$ cat config.mk
export PLATFORM = sky130hd
export DESIGN_NAME = irqrf_top
export DESIGN_NICKNAME = d
export VERILOG_FILES = /design/src/logic/irqrf_pkg.sv /design/src/logic/irqrf_top.sv
export SDC_FILE = /design/constraint.sdc
export NUM_CORES = 1
export LEC_CHECK = 0
export ABC_AREA = 0
export BUFFER_PORTS_ARGS = -buffer_cell sky130_fd_sc_hd__buf_2
export CORE_MARGIN = 2
export CORE_UTILIZATION = 27
export DETAILED_ROUTE_END_ITERATION = 10
export PLACE_DENSITY_LB_ADDON = 0.25
export SETUP_SLACK_MARGIN = 0.15
export SLEW_MARGIN = 20
export SYNTH_ARGS = -nofsm -noshare
export SYNTH_HDL_FRONTEND = slang
export SYNTH_SLANG_ARGS = --single-unit
$ cat constraint.sdc
create_clock -name MCLK_I -period 3 [get_ports MCLK_I]
set_input_delay 0.6 -clock MCLK_I [delete_from_list [all_inputs] [get_ports MCLK_I]]
set_output_delay 0.6 -clock MCLK_I [all_outputs]
set_load 0.005 [all_outputs]
$ cat src/logic/irqrf_pkg.sv
// constants for the interrupt request flag registers block
// assumes a single 100 MHz system clock and a plain register port
//
// Notes on behaviour
// - flags stay set until software clears
// - writing zero clears, writing one keeps
// - eight peripheral flags, all zero after reset
// - bit7: direct transfer after sleep while enabled
// - bit6: conversion done, start flag back zero
// - bit5: second serial transfer completed or aborted
// - bit4: capture pin edge while capture configured
// - bit3: high or sixteen-bit compare match
// - bit2: low compare match, eight-bit mode only
// - bit1: up/down counter wraps either way
// - bit0: reload counter wraps max to zero
// - wake flag n: falling edge, pin configured
// - eight wake flags, all zero after reset
// - thirteen external sources: eight wake, five edge
// - request forwarded only while enable bit set
package irqrf_pkg;
  localparam int          REG_W      = 8;    // register data width
  localparam int          ADDR_W     = 3;    // register port address width
  // register offsets
  localparam logic [2:0]  PERIPH_OFS = 3'h0; // peripheral_request_flags
  localparam logic [2:0]  WAKE_OFS   = 3'h1; // wake_request_flags
  localparam logic [2:0]  PEN_OFS    = 3'h2; // peripheral enables
  localparam logic [2:0]  WEN_OFS    = 3'h3; // wake enables
  localparam logic [2:0]  PEND_OFS   = 3'h4; // pending summary (ro)
  // reset values
  localparam logic [7:0]  FLAGS_RST  = 8'h00;
  localparam logic [7:0]  EN_RST     = 8'h00;
  localparam logic [7:0]  UNMAP_VAL  = 8'h00;
  // peripheral flag bit positions
  localparam int          DXFER_BIT  = 7;
  localparam int          ADC_BIT    = 6;
  localparam int          SER2_BIT   = 5;
  localparam int          CAPT_BIT   = 4;
  localparam int          CMPH_BIT   = 3;
  localparam int          CMPL_BIT   = 2;
  localparam int          UPDN_BIT   = 1;
  localparam int          RELD_BIT   = 0;
  // counter boundary values
  localparam logic [7:0]  CNT_MAX    = 8'hff;
  localparam logic [7:0]  CNT_ZERO   = 8'h00;
  // source counts
  localparam int          WAKE_N     = 8;
  localparam int          EDGE_REQ_N = 5;
  localparam int          EXT_SRC_N  = WAKE_N + EDGE_REQ_N;
endpackage : irqrf_pkg

$ cat src/logic/irqrf_top.sv
// interrupt request flag registers: peripheral and wake request flags
// assumes peripheral event inputs are on MCLK_I; pins arrive unsynchronised
//
// Design decisions made here: the strobed register port and the placing of the registers.
`timescale 1ns/100ps
module irqrf_top
  import irqrf_pkg::*;
(
  input  wire logic              MCLK_I,            // system clock
  input  wire logic              RST_I,             // sync reset, high
  input  wire logic [ADDR_W-1:0] ADDR_I,            // register address
  input  wire logic [REG_W-1:0]  WDATA_I,           // write data
  input  wire logic              WR_I,              // write strobe
  input  wire logic              RD_I,              // read strobe
  output logic      [REG_W-1:0]  RDATA_O,           // read data, next cycle
  output logic                   IRQ_O,             // level interrupt
  input  wire logic              DIRECT_XFER_ON_I,  // direct_xfer_on control
  input  wire logic              SLEEP_XFER_I,      // transfer after sleep
  input  wire logic              ADC_DONE_I,        // conversion end pulse
  input  wire logic              ADC_START_FLAG_I,  // adc_start_flag level
  input  wire logic              SER2_DONE_I,       // serial two complete
  input  wire logic              SER2_ABORT_I,      // serial two aborted
  input  wire logic              CAPTURE_PIN_I,     // capture_input_pin
  input  wire logic              CAPTURE_EN_I,      // pin set for capture
  input  wire logic              CAPTURE_RISE_I,    // 1 rising, 0 falling
  input  wire logic              TIMER16_MODE_I,    // 1 sixteen-bit mode
  input  wire logic [7:0]        CMP_COUNTER_LOW_I, // cmp_counter_low
  input  wire logic [7:0]        CMP_COUNTER_HIGH_I,// cmp_counter_high
  input  wire logic [7:0]        CMP_VALUE_LOW_I,   // cmp_value_low
  input  wire logic [7:0]        CMP_VALUE_HIGH_I,  // cmp_value_high
  input  wire logic [7:0]        UPDOWN_COUNT_I,    // up/down counter
  input  wire logic [7:0]        RELOAD_COUNT_I,    // reload counter
  input  wire logic [WAKE_N-1:0] WAKE_PIN_N_I,      // wake_pin, active low
  input  wire logic [WAKE_N-1:0] WAKE_PIN_EN_I      // pin set for wakeup
);

  // flag and enable storage
  logic [REG_W-1:0]  periph_q;        // peripheral_request_reg
  logic [REG_W-1:0]  periph_d;        // next peripheral flags
  logic [REG_W-1:0]  periph_set;      // peripheral set events
  logic [REG_W-1:0]  periph_clr;      // peripheral clear mask
  logic [WAKE_N-1:0] wake_q;          // wake_request_reg
  logic [WAKE_N-1:0] wake_set;        // wake set events
  logic [WAKE_N-1:0] wake_clr;        // wake clear mask
  logic [REG_W-1:0]  pen_q;           // peripheral enables
  logic [WAKE_N-1:0] wen_q;           // wake enables
  // pin synchronisers and edge history
  logic              capt_s1_q;       // capture pin stage one
  logic              capt_s2_q;       // capture pin stage two
  logic              capt_h_q;        // capture pin previous
  logic [WAKE_N-1:0] wake_s1_q;       // wake pins stage one
  logic [WAKE_N-1:0] wake_s2_q;       // wake pins stage two
  logic [WAKE_N-1:0] wake_h_q;        // wake pins previous
  // timer history
  logic              cmph_hit_q;      // high match seen last cycle
  logic              cmpl_hit_q;      // low match seen last cycle
  logic              cmph_hit;        // high or wide match now
  logic              cmpl_hit;        // low match now, eight-bit mode
  logic [7:0]        updn_prev_q;     // up/down counter previous
  logic [7:0]        reld_prev_q;     // reload counter previous
  logic              hist_ok_q;       // history valid after reset
  // decoded write strobes
  logic              wr_periph;
  logic              wr_wake;

  assign wr_periph = WR_I && (ADDR_I == PERIPH_OFS);
  assign wr_wake   = WR_I && (ADDR_I == WAKE_OFS);

  // two flip-flop synchronisers for pin inputs
  always_ff @(posedge MCLK_I) begin
    if (RST_I) begin
      capt_s1_q <= 1'b0;
      capt_s2_q <= 1'b0;
      wake_s1_q <= '1;
      wake_s2_q <= '1;
    end else begin
      capt_s1_q <= CAPTURE_PIN_I;
      capt_s2_q <= capt_s1_q;
      wake_s1_q <= WAKE_PIN_N_I;
      wake_s2_q <= wake_s1_q;
    end
  end

  // edge and wrap history, synchronised pins only
  always_ff @(posedge MCLK_I) begin
    if (RST_I) begin
      capt_h_q    <= 1'b0;
      wake_h_q    <= '1;
      cmph_hit_q  <= 1'b0;
      cmpl_hit_q  <= 1'b0;
      updn_prev_q <= CNT_ZERO;
      reld_prev_q <= CNT_ZERO;
      hist_ok_q   <= 1'b0;
    end else begin
      capt_h_q    <= capt_s2_q;
      wake_h_q    <= wake_s2_q;
      cmph_hit_q  <= cmph_hit;
      cmpl_hit_q  <= cmpl_hit;
      updn_prev_q <= UPDOWN_COUNT_I;
      reld_prev_q <= RELOAD_COUNT_I;
      hist_ok_q   <= 1'b1;
    end
  end

  // compare matches, only a fresh match counts as an event
  assign cmph_hit = TIMER16_MODE_I ?
      ({CMP_COUNTER_HIGH_I, CMP_COUNTER_LOW_I} ==
       {CMP_VALUE_HIGH_I, CMP_VALUE_LOW_I}) :
      (CMP_COUNTER_HIGH_I == CMP_VALUE_HIGH_I);
  assign cmpl_hit = !TIMER16_MODE_I &&
      (CMP_COUNTER_LOW_I == CMP_VALUE_LOW_I);

  // peripheral set events
  always_comb begin
    periph_set = '0;
    // direct transfer straight after sleep, control on
    periph_set[DXFER_BIT] = DIRECT_XFER_ON_I && SLEEP_XFER_I;
    // conversion end with the start flag already back at zero
    periph_set[ADC_BIT]   = ADC_DONE_I && !ADC_START_FLAG_I;
    // serial two completion or abort
    periph_set[SER2_BIT]  = SER2_DONE_I || SER2_ABORT_I;
    // selected edge on the capture pin
    periph_set[CAPT_BIT]  = CAPTURE_EN_I && hist_ok_q &&
        (CAPTURE_RISE_I ? (capt_s2_q && !capt_h_q)
                        : (!capt_s2_q && capt_h_q));
    periph_set[CMPH_BIT]  = cmph_hit && !cmph_hit_q;
    periph_set[CMPL_BIT]  = cmpl_hit && !cmpl_hit_q;
    // up/down wrap in either direction
    periph_set[UPDN_BIT]  = hist_ok_q &&
        (((updn_prev_q == CNT_MAX) && (UPDOWN_COUNT_I == CNT_ZERO)) ||
         ((updn_prev_q == CNT_ZERO) && (UPDOWN_COUNT_I == CNT_MAX)));
    // reload counter overflow
    periph_set[RELD_BIT]  = hist_ok_q && (reld_prev_q == CNT_MAX) &&
        (RELOAD_COUNT_I == CNT_ZERO);
  end

  // write zero clears, write one keeps
  assign periph_clr = wr_periph ? ~WDATA_I : '0;
  assign wake_clr   = wr_wake ? ~WDATA_I[WAKE_N-1:0] : '0;
  // set wins over a same-cycle clear, no other way out
  assign periph_d   = (periph_q & ~periph_clr) | periph_set;

  // peripheral flag register
  always_ff @(posedge MCLK_I) begin
    if (RST_I) begin
      periph_q <= FLAGS_RST;
    end else begin
      periph_q <= periph_d;
    end
  end

  // wake flags, one per pin; these are eight of the external sources
  for (genvar n = 0; n < WAKE_N; n++) begin : g_wake
    // falling edge on a pin configured for wakeup
    assign wake_set[n] = WAKE_PIN_EN_I[n] && hist_ok_q &&
                         wake_h_q[n] && !wake_s2_q[n];
    always_ff @(posedge MCLK_I) begin
      if (RST_I) begin
        wake_q[n] <= FLAGS_RST[n];
      end else begin
        wake_q[n] <= (wake_q[n] & ~wake_clr[n]) | wake_set[n];
      end
    end
  end

  // enable registers, plain read/write
  always_ff @(posedge MCLK_I) begin
    if (RST_I) begin
      pen_q <= EN_RST;
      wen_q <= EN_RST;
    end else if (WR_I) begin
      if (ADDR_I == PEN_OFS) begin
        pen_q <= WDATA_I;
      end
      if (ADDR_I == WEN_OFS) begin
        wen_q <= WDATA_I[WAKE_N-1:0];
      end
    end
  end

  // interrupt line: only enabled flags are forwarded
  always_ff @(posedge MCLK_I) begin
    if (RST_I) begin
      IRQ_O <= 1'b0;
    end else begin
      IRQ_O <= |(periph_q & pen_q) || |(wake_q & wen_q);
    end
  end

  // read data, valid the cycle after the strobe only
  always_ff @(posedge MCLK_I) begin
    if (RST_I) begin
      RDATA_O <= UNMAP_VAL;
    end else if (RD_I) begin
      case (ADDR_I)
        PERIPH_OFS: RDATA_O <= periph_q;
        WAKE_OFS:   RDATA_O <= wake_q;
        PEN_OFS:    RDATA_O <= pen_q;
        WEN_OFS:    RDATA_O <= wen_q;
        PEND_OFS:   RDATA_O <= {(|(wake_q & wen_q)),
                                (|(periph_q & pen_q)), 6'h00};
        default:    RDATA_O <= UNMAP_VAL;
      endcase
    end else begin
      RDATA_O <= UNMAP_VAL;
    end
  end

  // checks: flags hold until software writes a zero
  a_flag_stays: assert property (
    @(posedge MCLK_I) disable iff (RST_I)
    periph_q[ADC_BIT] && !(wr_periph && !WDATA_I[ADC_BIT])
    |=> periph_q[ADC_BIT])
    else $error("peripheral flag dropped without clear");

  // wake flags hold the same way
  a_wake_kept: assert property (
    @(posedge MCLK_I) disable iff (RST_I)
    wake_q[7] && !(wr_wake && !WDATA_I[7]) |=> wake_q[7])
    else $error("wake flag dropped without clear");

  // a zero clears when no event competes
  a_zero_clears: assert property (
    @(posedge MCLK_I) disable iff (RST_I)
    wr_wake && !WDATA_I[0] && !wake_set[0] |=> !wake_q[0])
    else $error("wake flag not cleared by zero");

  // software can never set a flag
  a_one_no_set: assert property (
    @(posedge MCLK_I) disable iff (RST_I)
    !periph_q[SER2_BIT] && !periph_set[SER2_BIT] |=> !periph_q[SER2_BIT])
    else $error("flag set without event");

  // same for a wake flag
  a_wake_no_set: assert property (
    @(posedge MCLK_I) disable iff (RST_I)
    !wake_q[6] && !wake_set[6] |=> !wake_q[6])
    else $error("wake flag set without event");

  // both registers empty after reset
  a_reset_clears: assert property (
    @(posedge MCLK_I)
    RST_I |=> periph_q == 8'h00 && wake_q == 8'h00)
    else $error("flags not zero after reset");

  // direct transfer after sleep with control on
  a_dxfer_set: assert property (
    @(posedge MCLK_I) disable iff (RST_I)
    DIRECT_XFER_ON_I && SLEEP_XFER_I |=> periph_q[DXFER_BIT])
    else $error("direct transfer flag missed");

  // control off: the direct transfer flag stays clear
  a_dxfer_gate: assert property (
    @(posedge MCLK_I) disable iff (RST_I)
    !DIRECT_XFER_ON_I && !periph_q[DXFER_BIT] |=> !periph_q[DXFER_BIT])
    else $error("direct transfer flag without control");

  // conversion done with start flag back at zero
  a_adc_gate: assert property (
    @(posedge MCLK_I) disable iff (RST_I)
    ADC_DONE_I && !ADC_START_FLAG_I |=> periph_q[ADC_BIT])
    else $error("conversion flag missed");

  // start flag still up: no conversion flag
  a_adc_busy: assert property (
    @(posedge MCLK_I) disable iff (RST_I)
    ADC_START_FLAG_I && !periph_q[ADC_BIT] |=> !periph_q[ADC_BIT])
    else $error("conversion flag while start flag up");

  // serial two completion or abort
  a_ser2_set: assert property (
    @(posedge MCLK_I) disable iff (RST_I)
    SER2_DONE_I || SER2_ABORT_I |=> periph_q[SER2_BIT])
    else $error("serial two flag missed");

  // capture pin, falling edge selected
  a_capt_fall: assert property (
    @(posedge MCLK_I) disable iff (RST_I)
    CAPTURE_EN_I && hist_ok_q && !CAPTURE_RISE_I && capt_h_q && !capt_s2_q
    |=> periph_q[CAPT_BIT])
    else $error("capture falling edge missed");

  // capture pin, rising edge selected
  a_capt_rise: assert property (
    @(posedge MCLK_I) disable iff (RST_I)
    CAPTURE_EN_I && hist_ok_q && CAPTURE_RISE_I && !capt_h_q && capt_s2_q
    |=> periph_q[CAPT_BIT])
    else $error("capture rising edge missed");

  // fresh high match in eight-bit mode
  a_cmph_8bit: assert property (
    @(posedge MCLK_I) disable iff (RST_I)
    !TIMER16_MODE_I && !cmph_hit_q &&
    (CMP_COUNTER_HIGH_I == CMP_VALUE_HIGH_I) |=> periph_q[CMPH_BIT])
    else $error("high compare match missed");

  // fresh wide match in sixteen-bit mode
  a_cmph_16bit: assert property (
    @(posedge MCLK_I) disable iff (RST_I)
    TIMER16_MODE_I && !cmph_hit_q &&
    (CMP_COUNTER_HIGH_I == CMP_VALUE_HIGH_I) &&
    (CMP_COUNTER_LOW_I == CMP_VALUE_LOW_I) |=> periph_q[CMPH_BIT])
    else $error("wide compare match missed");

  // fresh low match in eight-bit mode
  a_cmpl_8bit: assert property (
    @(posedge MCLK_I) disable iff (RST_I)
    !TIMER16_MODE_I && !cmpl_hit_q &&
    (CMP_COUNTER_LOW_I == CMP_VALUE_LOW_I) |=> periph_q[CMPL_BIT])
    else $error("low compare match missed");

  // no low match event in wide mode
  a_cmpl_16bit: assert property (
    @(posedge MCLK_I) disable iff (RST_I)
    TIMER16_MODE_I |-> !periph_set[CMPL_BIT])
    else $error("low match set in wide mode");

  // up/down counter overflow
  a_updn_over: assert property (
    @(posedge MCLK_I) disable iff (RST_I)
    hist_ok_q && UPDOWN_COUNT_I == 8'h00 && $past(UPDOWN_COUNT_I) == 8'hff
    |=> periph_q[UPDN_BIT])
    else $error("up/down overflow missed");

  // up/down counter underflow
  a_updn_under: assert property (
    @(posedge MCLK_I) disable iff (RST_I)
    hist_ok_q && UPDOWN_COUNT_I == 8'hff && $past(UPDOWN_COUNT_I) == 8'h00
    |=> periph_q[UPDN_BIT])
    else $error("up/down underflow missed");

  // reload counter overflow
  a_reload_wrap: assert property (
    @(posedge MCLK_I) disable iff (RST_I)
    hist_ok_q && RELOAD_COUNT_I == 8'h00 && $past(RELOAD_COUNT_I) == 8'hff
    |=> periph_q[RELD_BIT])
    else $error("reload overflow missed");

  // falling edge on a configured wake pin
  a_wake_edge: assert property (
    @(posedge MCLK_I) disable iff (RST_I)
    WAKE_PIN_EN_I[0] && hist_ok_q && $fell(wake_s2_q[0]) |=> wake_q[0])
    else $error("wake falling edge missed");

  // no enables, no interrupt
  a_irq_gate: assert property (
    @(posedge MCLK_I) disable iff (RST_I)
    (pen_q == 8'h00) && (wen_q == 8'h00) ##1 (pen_q == 8'h00) &&
    (wen_q == 8'h00) |-> !IRQ_O)
    else $error("interrupt without enable");

  // an enabled flag raises the line one cycle later
  a_irq_follow: assert property (
    @(posedge MCLK_I) disable iff (RST_I)
    (|(periph_q & pen_q)) || (|(wake_q & wen_q)) |=> IRQ_O)
    else $error("enabled flag did not raise interrupt");

  // set beats a same-cycle clear
  a_set_wins: assert property (
    @(posedge MCLK_I) disable iff (RST_I)
    periph_set[SER2_BIT] && wr_periph && !WDATA_I[SER2_BIT]
    |=> periph_q[SER2_BIT])
    else $error("clear beat a same-cycle set");

  // read data stand one cycle only
  a_rdata_idle: assert property (
    @(posedge MCLK_I) disable iff (RST_I)
    !RD_I |=> RDATA_O == 8'h00)
    else $error("read data outside read cycle");

  // main scenarios
  c_wake_irq: cover property (@(posedge MCLK_I) disable iff (RST_I)
    wake_set[3] && wen_q[3] ##2 IRQ_O);
  c_clear_flag: cover property (@(posedge MCLK_I) disable iff (RST_I)
    periph_q[CMPH_BIT] ##1 wr_periph && !WDATA_I[CMPH_BIT]);
  c_updn_under: cover property (@(posedge MCLK_I) disable iff (RST_I)
    periph_set[UPDN_BIT] && UPDOWN_COUNT_I == 8'hff);
  c_capt_rise: cover property (@(posedge MCLK_I) disable iff (RST_I)
    periph_set[CAPT_BIT] && CAPTURE_RISE_I);
  c_cmp_wide: cover property (@(posedge MCLK_I) disable iff (RST_I)
    periph_set[CMPH_BIT] && TIMER16_MODE_I);

endmodule : irqrf_top

==> metrics.cfg, run 1 <==
[clock_network]
hold_buffers=0
root_buffer=clkbuf_16
numCtsBuffers=9
clk_pin_slew_ns=0.07
cts_tree=yes
clock-sinks=87
htree_levels=3
postCtsSetupBuffers=0
insertion_delay_ns=0.33
cts_buffer_depth=2
cts_resized=0

[logic_synthesis]
ys_ff_latch=87
async_reset_ff_share_pct=0
synth-seq-area-share_pct=53.4
ys_warn_count=0
synth_flop_cell=dfxtp_1
syn_avg_cell_area_um2=9.85
synth_edf_count=0
synth_cells=331
synth_area_um2=3260
syn-num-nets=420
synth_cell_type_count=32

[pwr]
power_frac_comb_pct=7.1
internal_power_mw=1.89
clockPowerShare_pct=44.4
p_seq_share_pct=48.5
p_sw_share_pct=24.1
power.total_mw=2.49
p_per_area_nw_per_um2=597
power_switching_uw=602
p_leak_nw=1.63
ir_worst_vdd_mv=0.260

[final_layout]
antenna_cells=0
final_cell_mix=97 x buf_2, 87 x dfxtp_1, 39 x nand2_1
fin_cells=578
layout_commonest_cell=buf_2
syn_to_final_growth_pct=28.1
layout-drive-gt1-share_pct=33.6
final_core_utilization_pct=35.1
stdcell_area_um2=4180
nNetsFinal=515

[setup_path]
cp-start-kind=primary input
critical_path_required_ns=3.26
path_max_fanout=3
crit_path_end_kind=flip-flop
crit_type=primary input to flip-flop
arrival_ns=1.81

[sta]
rsz0062_at_grt=no
setup_viol=0
slew_headroom_pct=64.8
tightest_slew_ns=0.529
hold_ws_ns=0.410
finalHoldViolCount=0
slew_viol_final=0
layout_min_cycle_time_ns=1.54
max_freq_mhz=648
finClkSkew_ns=0.00612
finalCritPeriodShare_pct=51.5
setup_tns_ns=0
setup_ws_ns=1.46

[die]
die_w_um=114
die_h_um=114
ios=98
die_area_um2=13000
num_rows=40
initial_core_util_pct=27.4
core-area_um2=11900

[route]
drt_iter0_drc=104
wl_per_cell_um=13.6
route.detailed.drc=0
routed_wl_um=7830
first_pass_iters=4
vias=2638
drt.antenna.violating_nets=0
via_per_inst=4.56

[global_route]
gr-total-overflow=0
antenna_found_initial=0
grt_max_degree=58
grt_pass1_wl_um=12600
grt_pass1_vias=2585
grt_usage_pct=12.3

[flow_run]
drv_cap=0

[placement]
io_buffers=97
dp_hpwl_um=5760
post_dp_cell_area_um2=3880
place_congestion=0.798
place_inst=562
place_worst_setup_slack_ns=1.12

[run_status]
status=finished, final reports clean

[hold_path]
hold_class=flip-flop to flip-flop

-- worst paths after layout --
kind | startpoint | end | slack (ns) | cells after the start
worst min register to register | wake_s1_q[7] | wake_s2_q[7] | 0.41 | 1
worst max register to register | updn_prev_q[1] | periph_q[1] | 1.60 | 4
worst max-delay path | UPDOWN_COUNT_I[0] | periph_q[1] | 1.46 | 5
worst min-delay path | wake_s1_q[7] | wake_s2_q[7] | 0.41 | 1
-- per-layer routing --
metal,part of all wire (%),vias to the layer above,GRT usage (%)
li1,-,1354,-
met1,46,1188,15.8
met2,47,91,20.7
met3,6.4,5,3.29
met4,0.89,0,3.41
met5,0,-,0
-- critical path, cell delays in order --
cell and delay (ns):
buf_2 0.11, or4_1 0.52, nor4_1 0.28, o21ai_1 0.14, a21oi_1 0.15
-- power by group through the flow --
stage	Combinational [mW]	Sequential [mW]	Clock [mW]
6_report	0.176	1.21	1.11
5_1_grt	0.197	1.21	1.19
4_1_cts	0.179	1.21	1.13
3_5_place_dp	0.178	1.24	0
3_3_place_gp	0.174	1.24	0
2_1_floorplan	0.0913	1.23	0
-- state kept, by name, summed over array words and instances, names as in the netlist --
name	count
updn_prev_q	8
cmph_hit_q	1
wake_s1_q	8
reld_prev_q	8
RDATA_O	8
wen_q	8
capt_s2_q	1
cmpl_hit_q	1
wake_h_q	8
capt_s1_q	1
wake_s2_q	8
capt_h_q	1
wake_q	8
pen_q	8
IRQ_O	1
periph_q	8
hist_ok_q	1
-- cell families (layout without fill, tap and decap cells) --
| logic type | Yosys count | count (layout) | synth area share [%] |
|---|---|---|---|
| xor+xnor | 16 | 16 | 4.30 |
| flops | 87 | 87 | 53.4 |
| compound gates | 66 | 66 | 11.5 |
| simple gates | 139 | 139 | 24.1 |
| mux | 8 | 8 | 4.76 |
| buf+inv | 15 | 115 | 1.92 |
-- cell type report --
cell class	instances	area (um2)
multi-input cells	229	1460
inverters	1	3.75
fillers	1231	7730
flip-flops and latches	87	1740
repair buffers	98	493
clock buffers	10	239
well taps	147	184
clock inverters	6	60.1
-- cells in the mapped netlist, types with 7 or more instances --
master | n | area (um2)
nand2_1 | 39 | 146
nor2b_1 | 26 | 163
nand4b_1 | 9 | 78.8
a21oi_1 | 32 | 160
xor2_1 | 12 | 105
nand4_1 | 7 | 43.8
dfxtp_1 | 87 | 1740
a22oi_1 | 8 | 60.1
o21ai_0 | 17 | 85.1
or2_2 | 24 | 150
clkbuf_1 | 9 | 33.8
Note: power is estimated with default switching activity, not from simulation.
==> run 2, diff against run 1 <==
ABC_AREA = 1   (was 0)
clock period = 1.4 ns   (was 3 ns; I/O delays follow)
==> metrics.cfg, run 2 <==
[run_status]
status=finished, final reports clean

[pwr]
p_seq_share_pct=49.8
p_sw_share_pct=22.4
power_switching_mw=1.17
ir_worst_vdd_mv=0.528
internal_power_mw=4.06
power_frac_comb_pct=8.4
clockPowerShare_pct=41.8
p_per_area_nw_per_um2=1170
p_leak_nw=2.06

[logic_synthesis]
synth_cells=456
synth_edf_count=0
ys_warn_count=0
synth_flop_cell=dfxtp_1
syn_avg_cell_area_um2=7.54
synth-seq-area-share_pct=50.7
ys_ff_latch=87
synth_cell_type_count=28
yosysMostFrequentCell=nand2_1
synth_area_um2=3440
syn-num-nets=545
synth.area.top_cells=dfxtp_1 51%, nand2_1 11%, nor2_1 6.9%, inv_1 6.1%, o21ai_0 4.1%
synth_area_leader_cell=dfxtp_1
synthTopCellsByCount=105 x nand2_1, 87 x dfxtp_1, 63 x nor2_1
synth_top_area_share_pct=50.7
async_reset_ff_share_pct=0

[final_layout]
regArea_um2=1740
syn_to_final_growth_pct=29.6
final_core_utilization_pct=35.6
layout-drive-gt1-share_pct=26.1
fill_cells=1360
antenna_cells=0
final_cell_mix=105 x nand2_1, 97 x buf_2, 87 x dfxtp_1
layout_commonest_cell=nand2_1
nNetsFinal=652
multi_input_area_um2=1430

[global_route]
grt_usage_pct=12.7
gr-total-overflow=0
grt_most_used_layer=met2
grt_max_degree=59
grt_use_met2_pct=20.1
use_met1_pct=16.5
met3_usage_pct=3.09
grt_pass1_vias=2919
antenna_found_initial=0
grt_pass1_wl_um=13600

[clock_network]
hold_buffers=0
insertion_delay_ns=0.33
clk_pin_slew_ns=0.06
htree_levels=3
postCtsSetupBuffers=0
cts_buffer_depth=2
numCtsBuffers=9
cts_tree=yes
cts_resized=0
root_buffer=clkbuf_16
clock-sinks=87

[sta]
slew_headroom_pct=69.5
finalHoldViolCount=0
setup_viol=0
rsz0062_at_grt=no
setup_tns_ns=0
finClkSkew_ns=0.00424
tightest_slew_ns=0.457
max_freq_mhz=937
finalCritPeriodShare_pct=76.2
layout_min_cycle_time_ns=1.07
slew_viol_final=0

[die]
ios=98
core-area_um2=12500
initial_core_util_pct=27.5
die_h_um=117
die_area_um2=13700
die_w_um=117
num_rows=41

[setup_path]
crit_path_end_kind=flip-flop
crit_type=flip-flop to flip-flop
critical_path_required_ns=1.66
arrival_ns=1.33
cp-start-kind=flip-flop
path_max_fanout=11

[route]
wl_per_cell_um=11.3
routed_wl_um=8360
route.detailed.drc=0
drt_iter0_drc=97
vias=3081
drt.antenna.violating_nets=0
first_pass_iters=5
via_per_inst=4.16

[placement]
place_congestion=0.880
dp_hpwl_um=6450
io_buffers=97

[flow_run]
drv_cap=0

[hold_path]
hold_class=primary input to flip-flop

-- run 2: cell count changes in the layout (fill, tap and decap cells not counted), moves of 8 or more --
cell      previous run  this run
a22oi_1              8         0
buf_4                1         9
inv_1                1        56
nand2_1             39       105
nand4_1              7        18
nand4b_1             9         0
nor2_1               5        63
nor2b_1             26         0
o21ai_0             17        28
or2_2               24        16
xor2_1              12         0
-- run 2: layout make-up --
cell class	count	share of cell area, %
timing repair buffer	107	12.9
sequential	87	39.1
clock buffer	13	5.84
tap	172	4.83
inverter	59	5.00
clock inverter	3	0.393
multi-input combinational	299	32.0
-- run 2: metrics by stage --
stage	hold WS (ns)	setup WS [ns]	cells	power, mW	instance area [um2]
detailed placement	0.392	0.0319	724	3.10	4180
global placement	0.390	0.0823	724	3.09	4180
global route	0.124	0.211	740	5.50	4460
floorplan	0.358	0.244	456	2.87	3440
CTS	0.122	0.329	740	5.31	4460
finish	0.130	0.333	740	5.23	4460
-- run 2: worst max-delay path, cell delays in order (launching register included) --
cell	delay [ns]
dfxtp_1	0.60
nand2_1	0.09
nor2_1	0.11
nand2_1	0.07
a21oi_1	0.13
-- run 2: kinds of logic after synthesis --
| group | synth area share, % |
|---|---|
| simple gates | 28.9 |
| compound gates | 10.8 |
| buf+inv | 7.86 |
| xor+xnor | 1.78 |
| flops | 50.7 |
-- run 2: metal layers --
metal,part of all wire (%),vias to the layer above
met5,0,-
met4,1.0,0
met2,47,66
met1,46,1353
met3,5.4,6
li1,-,1656
-- run 2: path summary, 6_finish.rpt --
path,start,end,slack (ns),cells after the start
worst max-delay path,hist_ok_q,periph_q[0],0.33,4
worst min register to register,wake_s1_q[1],wake_s2_q[1],0.41,1
worst max register to register,hist_ok_q,periph_q[0],0.33,4
worst min-delay path,WAKE_PIN_N_I[2],wake_s1_q[2],0.13,2
-- run 2: power by group through the flow --
stage | Clock, mW | Combinational, mW | Sequential (mW)
after floorplan | 0 | 0.229 | 2.64
after detailed placement | 0 | 0.445 | 2.66
after CTS | 2.26 | 0.446 | 2.60
after global placement | 0 | 0.436 | 2.66
after global routing | 2.39 | 0.503 | 2.61
final | 2.19 | 0.439 | 2.60
==> run 3, diff against run 2 <==
clock period = 0.9 ns   (was 1.4 ns; I/O delays follow)
==> metrics.cfg, run 3 (same netlist as run 2, synthesis figures left out) <==
[die]
initial_core_util_pct=27.5
die_area_um2=13700
die_w_um=117
core-area_um2=12500
num_rows=41
die_h_um=117
ios=98

[setup_path]
crit_type=flip-flop to flip-flop
critical_path_required_ns=1.12
arrival_ns=1.25
cp-start-kind=flip-flop
crit_path_end_kind=flip-flop
path_max_fanout=2

[placement]
place_congestion=0.823
io_buffers=97
place_worst_setup_slack_ns=-0.314
dp_hpwl_um=6950
post_dp_cell_area_um2=4620
place_inst=770

[run_status]
violations=negative setup slack
status=finished, violations left

[sta]
slew_headroom_pct=72.6
slew_viol_final=0
layout_min_cycle_time_ns=1.02
rsz0062_at_grt=yes
max_freq_mhz=979
setup_ws_ns=-0.122
finalCritPeriodShare_pct=114
tightest_slew_ns=0.411
finClkSkew_ns=0.00673
setup_viol=14
finalHoldViolCount=0

[clock_network]
clk_pin_slew_ns=0.06
insertion_delay_ns=0.33
cts_tree=yes
htree_levels=3
cts_buffer_depth=2
root_buffer=clkbuf_16
clock-sinks=87
numCtsBuffers=9

[final_layout]
final_cell_mix=94 x buf_2, 84 x nand2_1, 71 x dfxtp_1
layout_commonest_cell=buf_2
syn_to_final_growth_pct=61.4
layout-drive-gt1-share_pct=47.9
antenna_cells=0
nNetsFinal=714
stdcell_area_um2=5550
fin_cells=802
fill_cells=1274

[hold_path]
hold_class=primary input to flip-flop

[route]
via_per_inst=4.28
drt_iter0_drc=86
vias=3433
first_pass_iters=4
drt.antenna.violating_nets=0
routed_wl_um=9500
route.detailed.drc=0
wl_per_cell_um=11.8

[pwr]
power.total_mw=9.05
ir_worst_vdd_mv=0.727
p_per_area_nw_per_um2=1630
p_leak_nw=2.53

[flow_run]
drv_cap=0

[global_route]
grt_max_degree=33
grt_usage_pct=14.4
grt_pass1_vias=3258
gr-total-overflow=0
antenna_found_initial=0
grt_pass1_wl_um=15300

run 3: cell count changes in the layout (fill, tap and decap cells not counted), sizes merged:
cell / before / now
inv: 58 / 56
buf: 107 / 166
nand2: 109 / 111
clkinv: 3 / 4
bufinv: 0 / 2
clkbuf: 13 / 11
clkinvlp: 1 / 3
run 3: critical path, cell delays in order (launching register included):
cell,delay (ns)
dfxtp_2,0.34
nand2_2,0.06
nand2_2,0.04
nor2_1,0.09
nand4_1,0.16
nor2_2,0.16
nor2_1,0.06
run 3: repair_timing:
item / 4_1_cts / 5_1_grt
hold buffers: 0 / 0
gates resized for setup: 97 / 38
pin swaps: 43 / 34
buffers inserted: 9 / 3
endpoints found under the setup margin: 50 / 50
gates cloned: 4 / 0
run 3: through the flow:
stage | utilization (%) | hold slack, ns | TNS [ns]
4_1_cts | 43.3 | 0.0173 | -0.753
6_report | 44.3 | 0.0318 | -0.567
2_1_floorplan | - | 0.258 | -1.70
5_1_grt | 44.3 | 0.0279 | -1.30
3_3_place_gp | 36.9 | 0.366 | -10.30
3_5_place_dp | 36.9 | 0.366 | -10.91
run 3: final timing paths:
kind / endpoint / from / depth (start not counted) / slack (ns)
max: IRQ_O / periph_q[4] / 6 / -0.12
min: wake_s1_q[0] / WAKE_PIN_N_I[0] / 2 / 0.03
max reg2reg: IRQ_O / periph_q[4] / 6 / -0.12
min reg2reg: periph_q[2] / cmpl_hit_q / 1 / 0.40
run 3: layout make-up:
type / count / area [um2] / share of cell area [%]
flip-flops and latches: 87 / 1760 / 31.8
inverters: 59 / 248 / 4.47
repair inverters: 1 / 7.51 / 0.135
clock buffers: 11 / 243 / 4.38
repair buffers: 166 / 1190 / 21.4
clock inverters: 5 / 81.3 / 1.47
multi-input cells: 301 / 1800 / 32.5
well taps: 172 / 215 / 3.88
run 3: power breakdown:
part           internal, mW  switching, mW
Combinational         0.531          0.524
Clock                  2.51           1.45
Sequential             3.99         0.0558
run 3: routing by layer:
metal	global-route usage, %	share of wire [%]	wire length [um]	vias to the layer above
met4	5.18	1.8	175	0
met1	18.4	44	4140	1572
li1	-	-	-	1791
met5	0	0	0	-
met2	24.5	51	4800	60
met3	2.47	4.0	377	10
